$ cat src/verilog/unused_placeholder_removed.sv
// Intentionally empty design unit list; all logic lives in pcl_sequencer.
`default_nettype none
`default_nettype wire
$ cat src/verilog/pcl_pkg.sv
// Constants, pin carrier and state type for the parallel configuration load sequencer.
`default_nettype none
package pcl_pkg;

  // Core clock.
  localparam int unsigned CLK_PERIOD_NS = 4;

  // Request low to completion low and to status low, longest time.
  localparam int unsigned CF2CD_MAX_NS = 800;
  localparam int unsigned CF2CD_MAX_CYC = CF2CD_MAX_NS / CLK_PERIOD_NS;
  localparam int unsigned CF2ST0_MAX_NS = 800;
  localparam int unsigned CF2ST0_MAX_CYC = CF2ST0_MAX_NS / CLK_PERIOD_NS;

  // Status low pulse width, least and longest.
  localparam int unsigned STATUS_MIN_NS = 10000;
  localparam int unsigned STATUS_MIN_CYC = (STATUS_MIN_NS + CLK_PERIOD_NS - 1) / CLK_PERIOD_NS;
  localparam int unsigned STATUS_MAX_NS = 100000;
  localparam int unsigned STATUS_MAX_CYC = STATUS_MAX_NS / CLK_PERIOD_NS;

  // Completion high to user mode on the internal oscillator, least and longest time.
  localparam int unsigned CD2UM_MIN_NS = 20000;
  localparam int unsigned CD2UM_MIN_CYC = (CD2UM_MIN_NS + CLK_PERIOD_NS - 1) / CLK_PERIOD_NS;
  localparam int unsigned CD2UM_MAX_NS = 100000;

  // Completion high to user startup clock enable: four longest clock periods.
  localparam int unsigned CFG_CLK_PERIOD_NS = 10;
  localparam int unsigned CD2CU_PERIODS = 4;
  localparam int unsigned CD2CU_NS = CD2CU_PERIODS * CFG_CLK_PERIOD_NS;
  localparam int unsigned CD2CU_CYC = (CD2CU_NS + CLK_PERIOD_NS - 1) / CLK_PERIOD_NS;

  // User startup clock periods from enable to user mode.
  localparam int unsigned USR_START_PERIODS = 299;

  // Power-on reset delay.
  localparam int unsigned POR_NS = 12000000;
  localparam int unsigned POR_CYC = POR_NS / CLK_PERIOD_NS;

  localparam int unsigned TIMER_W = 24;
  localparam int unsigned EDGE_W = 9;
  localparam int unsigned DATA_W = 8;

  // Pins from outside the core clock domain, synchronised as one group.
  typedef struct packed {
    logic request_n;
    logic config_clock;
    logic user_startup_clock;
    logic status_in;
    logic done_in;
    logic user_clock_option;
    logic auto_restart;
    logic [DATA_W-1:0] data;
  } pcl_pins_s;

  typedef enum logic [2:0] {
    ST_POR,
    ST_RESET,
    ST_WAIT_HI,
    ST_LOAD,
    ST_ERROR,
    ST_INIT,
    ST_START,
    ST_USER
  } pcl_state_e;

endpackage
`default_nettype wire

$ cat src/verilog/pcl_sequencer.sv
// Device side of the passive byte-wide configuration load sequence.
//
// Behaviour
// RL1: In user mode status and completion stay high; request falling starts reconfiguration.
// RL2: Completion line pulled low within 800 ns of request going low.
// RL3: Status line pulled low within 800 ns of request going low.
// RL4: Host holds request low at least 2 us.
// RL5: Each status low pulse lasts 10 to 100 us unless host extends it.
// RL6: Status released within 100 us after request returns high.
// RL7: Host waits 100 us after request high before first clock rise.
// RL8: Host waits 2 us after status high before first clock rise.
// RL9: Status low through power-on delay; completion low before and during load.
// RL10: Oscillator startup enters user mode 20 to 100 us after completion high.
// RL11: User startup clock enabled no sooner than four clock periods after completion.
// RL12: User mode follows 299 user startup clock periods after enable.
// RL13: Host drives the configuration clock after load, never floating.
// RL14: After load the eight data pins are released to user I/O.
// RL15: With decompression, host pauses clock low and presents data before restart.
// RL16: With decompression, host keeps data throughput at most 200 Mbps.
// RL17: One full byte captured on every configuration clock rising edge.
// RL18: A load error pulls status low and resets the sequence internally.
// RL19: With decompression, host stops clock only three cycles after last byte.
`timescale 1ns/1ps
`default_nettype none
module pcl_sequencer #(
  parameter int unsigned POR_CYC = pcl_pkg::POR_CYC,
  parameter int unsigned CD2UM_CYC = pcl_pkg::CD2UM_MIN_CYC
) (
  input wire logic clk,
  input wire logic reset,
  input wire logic clk_en,
  input wire logic request_n,
  input wire logic config_clock,
  input wire logic user_startup_clock,
  input wire logic [pcl_pkg::DATA_W-1:0] config_data,
  input wire logic user_clock_option,
  input wire logic auto_restart,
  input wire logic status_in,
  output logic status_out,
  output logic status_oe,
  input wire logic done_in,
  output logic done_out,
  output logic done_oe,
  input wire logic load_error,
  input wire logic load_complete,
  output logic [pcl_pkg::DATA_W-1:0] byte_data,
  output logic byte_valid,
  output logic user_clock_enable,
  output logic data_release,
  output logic user_mode
);

  ////////////////////////////////////////////////////////////////////////////
  // Pin synchronisers and edge detection.

  pcl_pkg::pcl_pins_s pins_in;
  pcl_pkg::pcl_pins_s sync1_q;
  pcl_pkg::pcl_pins_s sync2_q;
  pcl_pkg::pcl_pins_s prev_q;

  always_comb begin
    pins_in = '{
      request_n: request_n,
      config_clock: config_clock,
      user_startup_clock: user_startup_clock,
      status_in: status_in,
      done_in: done_in,
      user_clock_option: user_clock_option,
      auto_restart: auto_restart,
      data: config_data
    };
  end

  // Only the second stage and its delayed copy feed any logic.
  always_ff @(posedge clk or posedge reset) begin
    if (reset) begin
      sync1_q <= '0;
      sync2_q <= '0;
      prev_q <= '0;
    end else if (clk_en) begin
      sync1_q <= pins_in;
      sync2_q <= sync1_q;
      prev_q <= sync2_q;
    end
  end

  logic req_s;
  logic status_s;
  logic done_s;
  logic opt_s;
  logic cclk_rise;
  logic uclk_rise;

  assign req_s = sync2_q.request_n;
  assign status_s = sync2_q.status_in;
  assign done_s = sync2_q.done_in;
  assign opt_s = sync2_q.user_clock_option;
  assign cclk_rise = sync2_q.config_clock && !prev_q.config_clock;
  assign uclk_rise = sync2_q.user_startup_clock && !prev_q.user_startup_clock;

  function automatic logic reached(input logic [pcl_pkg::TIMER_W-1:0] t,
                                   input int unsigned lim);
    reached = (32'(t) + 32'd1 >= lim);
  endfunction

  ////////////////////////////////////////////////////////////////////////////
  // Sequencing.

  pcl_pkg::pcl_state_e state_q;
  logic [pcl_pkg::TIMER_W-1:0] timer_q;
  logic [pcl_pkg::EDGE_W-1:0] uedge_q;
  logic uclk_en_q;

  always_ff @(posedge clk or posedge reset) begin
    if (reset) begin
      state_q <= pcl_pkg::ST_POR;
      timer_q <= '0;
      uedge_q <= '0;
    end else if (clk_en) begin
      if (timer_q != '1) begin
        timer_q <= timer_q + 1'b1;
      end
      if (state_q != pcl_pkg::ST_POR && state_q != pcl_pkg::ST_RESET && !req_s) begin
        state_q <= pcl_pkg::ST_RESET; // RL1
        timer_q <= '0;
      end else begin
        unique case (state_q)
          pcl_pkg::ST_POR: begin
            if (reached(timer_q, POR_CYC)) begin // RL9
              state_q <= pcl_pkg::ST_RESET;
              timer_q <= '0;
            end
          end
          pcl_pkg::ST_RESET: begin
            // The pulse is timed from its start, so a long request low extends it.
            if (req_s && reached(timer_q, pcl_pkg::STATUS_MIN_CYC)) begin // RL5 RL6
              state_q <= pcl_pkg::ST_WAIT_HI;
            end
          end
          pcl_pkg::ST_WAIT_HI: begin
            // The host may hold the shared status line low to delay the load.
            if (status_s) begin
              state_q <= pcl_pkg::ST_LOAD;
            end
          end
          pcl_pkg::ST_LOAD: begin
            if (load_error) begin
              state_q <= pcl_pkg::ST_ERROR; // RL18
              timer_q <= '0;
            end else if (load_complete) begin
              state_q <= pcl_pkg::ST_INIT;
            end
          end
          pcl_pkg::ST_ERROR: begin
            if (sync2_q.auto_restart && reached(timer_q, pcl_pkg::STATUS_MIN_CYC)) begin // RL18
              state_q <= pcl_pkg::ST_WAIT_HI;
            end
          end
          pcl_pkg::ST_INIT: begin
            // Startup is timed from the completion line actually reading high.
            timer_q <= '0;
            uedge_q <= '0;
            if (done_s) begin
              state_q <= pcl_pkg::ST_START;
            end
          end
          pcl_pkg::ST_START: begin
            if (!opt_s) begin
              if (reached(timer_q, CD2UM_CYC)) begin // RL10
                state_q <= pcl_pkg::ST_USER;
              end
            end else if (uclk_en_q && uclk_rise) begin
              if (32'(uedge_q) + 32'd1 >= pcl_pkg::USR_START_PERIODS) begin // RL12
                state_q <= pcl_pkg::ST_USER;
              end else begin
                uedge_q <= uedge_q + 1'b1;
              end
            end
          end
          pcl_pkg::ST_USER: begin
            state_q <= pcl_pkg::ST_USER;
          end
        endcase
      end
    end
  end

  always_ff @(posedge clk or posedge reset) begin
    if (reset) begin
      uclk_en_q <= 1'b0;
    end else if (clk_en) begin
      if (state_q != pcl_pkg::ST_START || !opt_s) begin
        uclk_en_q <= 1'b0;
      end else if (reached(timer_q, pcl_pkg::CD2CU_CYC)) begin
        uclk_en_q <= 1'b1; // RL11
      end
    end
  end

  ////////////////////////////////////////////////////////////////////////////
  // Byte capture.

  logic [pcl_pkg::DATA_W-1:0] byte_q;
  logic byte_valid_q;

  // Data and clock share the same synchroniser depth, so the byte seen with
  // the rising edge is the one the host set up before that edge.
  always_ff @(posedge clk or posedge reset) begin
    if (reset) begin
      byte_q <= '0;
      byte_valid_q <= 1'b0;
    end else if (clk_en) begin
      byte_valid_q <= 1'b0;
      if (state_q == pcl_pkg::ST_LOAD && cclk_rise && status_s) begin
        byte_q <= sync2_q.data; // RL17
        byte_valid_q <= 1'b1;
      end
    end
  end

  ////////////////////////////////////////////////////////////////////////////
  // Pin drives.

  logic status_oe_q;
  logic done_oe_q;
  logic user_mode_q;
  logic release_q;

  always_ff @(posedge clk or posedge reset) begin
    if (reset) begin
      status_oe_q <= 1'b1;
      done_oe_q <= 1'b1;
      user_mode_q <= 1'b0;
      release_q <= 1'b0;
    end else if (clk_en) begin
      status_oe_q <= (state_q == pcl_pkg::ST_POR) || (state_q == pcl_pkg::ST_RESET) ||
                     (state_q == pcl_pkg::ST_ERROR); // RL3 RL9 RL18
      done_oe_q <= !((state_q == pcl_pkg::ST_INIT) || (state_q == pcl_pkg::ST_START) ||
                     (state_q == pcl_pkg::ST_USER)); // RL2 RL9
      user_mode_q <= (state_q == pcl_pkg::ST_USER); // RL1
      release_q <= (state_q == pcl_pkg::ST_USER); // RL14
    end
  end

  assign status_out = 1'b0;
  assign done_out = 1'b0;
  assign status_oe = status_oe_q;
  assign done_oe = done_oe_q;
  assign user_mode = user_mode_q;
  assign data_release = release_q;
  assign user_clock_enable = uclk_en_q;
  assign byte_data = byte_q;
  assign byte_valid = byte_valid_q;

  ////////////////////////////////////////////////////////////////////////////
  // Checks.

  logic [pcl_pkg::TIMER_W-1:0] ast_low_q;
  logic [pcl_pkg::TIMER_W-1:0] ast_rel_q;

  always_ff @(posedge clk or posedge reset) begin
    if (reset) begin
      ast_low_q <= '0;
      ast_rel_q <= '0;
    end else if (clk_en) begin
      ast_low_q <= status_oe_q ? ast_low_q + 1'b1 : '0;
      ast_rel_q <= (status_oe_q && req_s && state_q == pcl_pkg::ST_RESET) ? ast_rel_q + 1'b1 : '0;
    end
  end

  AST_DONE_LOW: assert property (@(posedge clk) disable iff (reset || !clk_en) // RL2
    $fell(req_s) |-> ##[1:200] done_oe_q)
    else $error("completion line not pulled low after request fell");

  AST_STATUS_LOW: assert property (@(posedge clk) disable iff (reset || !clk_en) // RL3
    $fell(req_s) |-> ##[1:200] status_oe_q)
    else $error("status line not pulled low after request fell");

  AST_STATUS_MIN: assert property (@(posedge clk) disable iff (reset || !clk_en) // RL5
    $fell(status_oe_q) |-> 32'($past(ast_low_q)) + 32'd1 >= pcl_pkg::STATUS_MIN_CYC)
    else $error("status low pulse shorter than its least width");

  AST_STATUS_REL: assert property (@(posedge clk) disable iff (reset || !clk_en) // RL6
    32'(ast_rel_q) <= pcl_pkg::STATUS_MAX_CYC)
    else $error("status line held past its release limit");

  AST_USER_HIGH: assert property (@(posedge clk) disable iff (reset || !clk_en) // RL1
    (user_mode_q && req_s) |-> (!status_oe_q && !done_oe_q))
    else $error("status or completion driven in user mode");

  AST_POR_HOLD: assert property (@(posedge clk) disable iff (reset || !clk_en) // RL9
    (state_q == pcl_pkg::ST_POR) |=> (status_oe_q && done_oe_q))
    else $error("lines not held low during power-on delay");

  AST_BYTE: assert property (@(posedge clk) disable iff (reset || !clk_en) // RL17
    (state_q == pcl_pkg::ST_LOAD && cclk_rise && status_s && req_s)
      |=> (byte_valid_q && byte_q == $past(sync2_q.data)))
    else $error("byte not captured on clock rise");

  AST_ERROR: assert property (@(posedge clk) disable iff (reset || !clk_en) // RL18
    (state_q == pcl_pkg::ST_LOAD && load_error && req_s) |-> ##2 status_oe_q)
    else $error("status not pulled low after load error");

  AST_UCLK_EN: assert property (@(posedge clk) disable iff (reset || !clk_en) // RL11
    $rose(uclk_en_q) |-> 32'($past(timer_q)) + 32'd1 >= pcl_pkg::CD2CU_CYC)
    else $error("user startup clock enabled too early");

  AST_OSC_START: assert property (@(posedge clk) disable iff (reset || !clk_en) // RL10
    ($rose(user_mode_q) && !opt_s) |-> (32'($past(timer_q, 2)) + 32'd1 >= CD2UM_CYC) &&
      (32'($past(timer_q, 2)) * pcl_pkg::CLK_PERIOD_NS <= pcl_pkg::CD2UM_MAX_NS))
    else $error("user mode entered outside its window after completion");

  AST_UCLK_COUNT: assert property (@(posedge clk) disable iff (reset || !clk_en) // RL12
    ($rose(user_mode_q) && opt_s) |-> 32'(uedge_q) + 32'd1 == pcl_pkg::USR_START_PERIODS)
    else $error("user mode not after the counted startup clock periods");

  AST_RELEASE: assert property (@(posedge clk) disable iff (reset || !clk_en) // RL14
    data_release |-> (!done_oe_q && !status_oe_q))
    else $error("data pins released before configuration completed");

endmodule
`default_nettype wire

$ cat config.mk
export PLATFORM = sky130hd
export DESIGN_NAME = pcl_sequencer
export DESIGN_NICKNAME = d
export VERILOG_FILES = /design/src/verilog/unused_placeholder_removed.sv /design/src/verilog/pcl_pkg.sv /design/src/verilog/pcl_sequencer.sv
export SDC_FILE = /design/constraint.sdc
export NUM_CORES = 1
export LEC_CHECK = 0
export ABC_AREA = 1
export BUFFER_PORTS_ARGS = -buffer_cell sky130_fd_sc_hd__buf_4
export CAP_MARGIN = 15
export CORE_MARGIN = 10
export CORE_UTILIZATION = 38
export CTS_CLUSTER_SIZE = 12
export DETAILED_ROUTE_END_ITERATION = 12
export PLACE_DENSITY = 0.58
export SETUP_SLACK_MARGIN = 0.02
export SLEW_MARGIN = 25
export SYNTH_ARGS = -nofsm -noshare
export SYNTH_HDL_FRONTEND = slang
export SYNTH_SLANG_ARGS = --single-unit
export TNS_END_PERCENT = 50
$ cat constraint.sdc
create_clock -name clk -period 2.52 [get_ports clk]
set_input_delay 0.126 -clock clk [delete_from_list [all_inputs] [get_ports clk]]
set_output_delay 0.126 -clock clk [all_outputs]
set_load 0.005 [all_outputs]
==> impl_metrics.ini <==
[grt]
track_usage = 0.137
grt_max_degree = 72
antenna_found_initial = 0
grt_pass1_vias = 4264
grt_pass1_wl_mm = 20.3
grt_overflow = 0

[synthesis]
syn_area_per_cell_sq_um = 7.38
synth_seq_area_share = 0.422
yosys_warnings = 0
yosys.area.top_type = dfrtp_1
ys_ff_latch = 81
synth.cell_area_sq_um = 4800
synth_ff_type = dfrtp_1
synthTopCellsByArea = dfrtp_1 41%, nand2_1 16%, inv_1 5.8%
synth_top_area_frac = 0.411
yosysUniqueCellTypes = 37
synth_async_sr_flop_share = 1.00
synth_cells = 651
synth-edff-count = 0

[clocking]
clockRootBuffer = clkbuf_16
clk_latency_ps = 340
clk_path_buf_depth = 2
numCtsBuffers = 9
cts_sinks = 81
clkSlewWorstSetupHoldPaths_ps = 60
cts_tree = built
htreeDepth = 3

[finish]
final_util = 0.473
final_cell_mix = 202 x nand2_1, 76 x dfrtp_1, 72 x inv_1, 70 x nor2_1, 52 x buf_4
final_layout_size_suffix_gt1_frac = 0.206
final_common_cell = nand2_1
num_antenna_cells = 0
stdcell_area_sq_um = 5920
nNetsFinal = 739
layoutNonFillerInstCount = 892
syn2layout_area_growth_pct = 23.3

[power]
finalPower_w = 0.00411
p_leak_nw = 2.90
vdd_drop_max_mv = 0.456
powerDensity_nw_per_um2 = 693

[timing]
setup-violations-final = 0
min_period_over_period = 0.913
timing.final.ws_setup_ps = 219
rsz0062_at_grt = true
tightestPinTransition_ps = 812
relSlewSlack = 0.459
skew_ps = 6.40
fmax_mhz = 435
finalMaxSlewViolations = 0
hold_viol = 0
period_needed_ps = 2300

[place]
place_ws_ps = 147
hpwl_mm = 8.68
globalplace.congestion = 0.878
post_dp_cell_area_sq_um = 5280
dpl.cell_count = 847
portBuffers = 33

[drt]
post_drt_wl_per_cell_um = 13.6
drt-total-wl_mm = 12.1
avgViaCountPerCell = 4.91
ant_nets = 0
drt_first_pass_iters = 5
vias = 4381
drt_drc_violations_left = 0
drt_iter0_markers = 341

[run]
cap_violations = 0

[die]
fp-row-count = 41
die-height_um = 132
fp.coreArea_sq_um = 12500
die-area_sq_um = 17500
ios = 36
die_w_um = 132
initial_core_util = 0.384

[setup_path]
crit_family = simple AND/OR/NAND/NOR gates
cpMaxStageDelayCell = dfrtp_1
cp_slowest_stage_delay_ps = 350
crit_path_end_kind = flip-flop
crit_buf_inv = 3
cpMostUsedCell = nand2_1
critical_path_arrival_ps = 2540
startpoint_type = flip-flop
cp.required_ps = 2750
path_cells = buf_4 -> ha_4 -> nand2_2 -> nor2_4 -> nand2_4 -> nor2_4 -> buf_4 -> nand3_4 -> inv_2 -> nor2_2 -> nand2_1 -> nor2_1 -> nand3_2 -> nand2_1 -> nand2_1 -> nand2_2 -> nand2_2 -> nand2_2 -> nand2_1 -> nand2_1
criticalPathCategory = flip-flop to flip-flop
timing.critical_path.fanout_max = 7

[run_status]
outcome = complete, no violations

[hold_path]
hp-class = input port to flip-flop
sequential cells by signal (all words and copies together), names as in the netlist:
name               count
uedge_q                9
status_oe              1
state_q                3
sync2_q               11
req_s                  1
sync1_q               15
byte_data              8
timer_q               24
byte_valid             1
status_s               1
done_s                 1
opt_s                  1
prev_q                 2
user_clock_enable      1
data_release           1
done_oe                1
stage by stage:
| stage | TNS [ps] | hold WS, ps |
|---|---|---|
| after floorplan | 0 | 243 |
| after global placement | 0 | 216 |
| after detailed placement | 0 | 215 |
| after CTS | 0 | 4.65 |
| after global routing | -32.6 | 22.2 |
| final | 0 | 5.33 |
cells in the mapped netlist (2+ instances only):
library cell and n:
a21oi_1 8, a31oi_1 5, and3_1 3, buf_2 2, buf_4 3, buf_6 2
clkbuf_1 12, dfrtp_1 79, dfstp_2 2, ha_1 4, inv_1 74, inv_2 4
nand2_1 207, nand2_2 14, nand2_4 4, nand3_1 37, nand3_2 4, nand4_1 9
nor2_1 74, nor2_2 4, nor2_4 5, nor3_1 8, nor4_1 3, o21ai_0 40
o21ai_1 3, o22ai_2 20, o31ai_1 6, xnor2_1 2, xor2_1 5
power by group:
part | leakage (nW) | switching [W] | internal, W | total (W)
clock | 0.150 | 0.000588 | 0.000791 | 0.00138
sequential | 1.06 | 0.000118 | 0.00146 | 0.00158
combinational | 1.69 | 0.000669 | 0.000480 | 0.00115
logic make-up (layout without fill, tap and decap cells):
family / count (synthesis) / after routing / share of synthesized area
AOI/OAI and AO/OA: 86 / 86 / 0.127
xor gates and xnor gates: 7 / 7 / 0.0128
other: 1 / 2 / 0.000781
adders and majority gates: 4 / 4 / 0.0104
DFF: 81 / 81 / 0.422
and+or+nand+nor: 373 / 373 / 0.343
buffers and inverters: 99 / 167 / 0.0833
final timing paths:
check | start | to | slack (ps) | depth (start not counted)
worst min register to register | sync1_q[7] | sync1_q[7] | 470 | 2
worst max register to register | timer_q[1] | state_q[1] | 220 | 20
worst max-delay path | timer_q[1] | state_q[1] | 220 | 20
max in group asynchronous | reset | done_oe | 1400 | 4
min in group asynchronous | reset | timer_q[4] | 390 | 3
worst min-delay path | config_data[3] | sync1_q[3] | 5 | 3
worst min-delay path: stages:
cell	delay [ps]
buf_4	80
nand2_1	50
nand2_1	60
cell type report:
class	instances	area, sq um
clock buffer	9	225
clock inverter	7	86.3
fill	1246	6590
inverter	79	298
multi-input combinational	472	2430
sequential	81	2030
tap	172	215
timing repair buffer	72	637
per-layer routing:
layer	up-vias	routed length [um]	global-route usage
met5	-	0	0
met3	19	622	0.0254
met1	2047	5610	0.178
met4	0	227	0.0513
li1	2206	-	-
met2	109	5640	0.222
repair_timing:
action                                  in CTS  in global routing
endpoints found under the hold margin       43                  0
endpoints found under the setup margin       0                 34
hold buffers                                15                  0
buffers inserted                             0                 13
gates resized for setup                      0                 19
No activity file was read; power rests on OpenSTA's default activity.
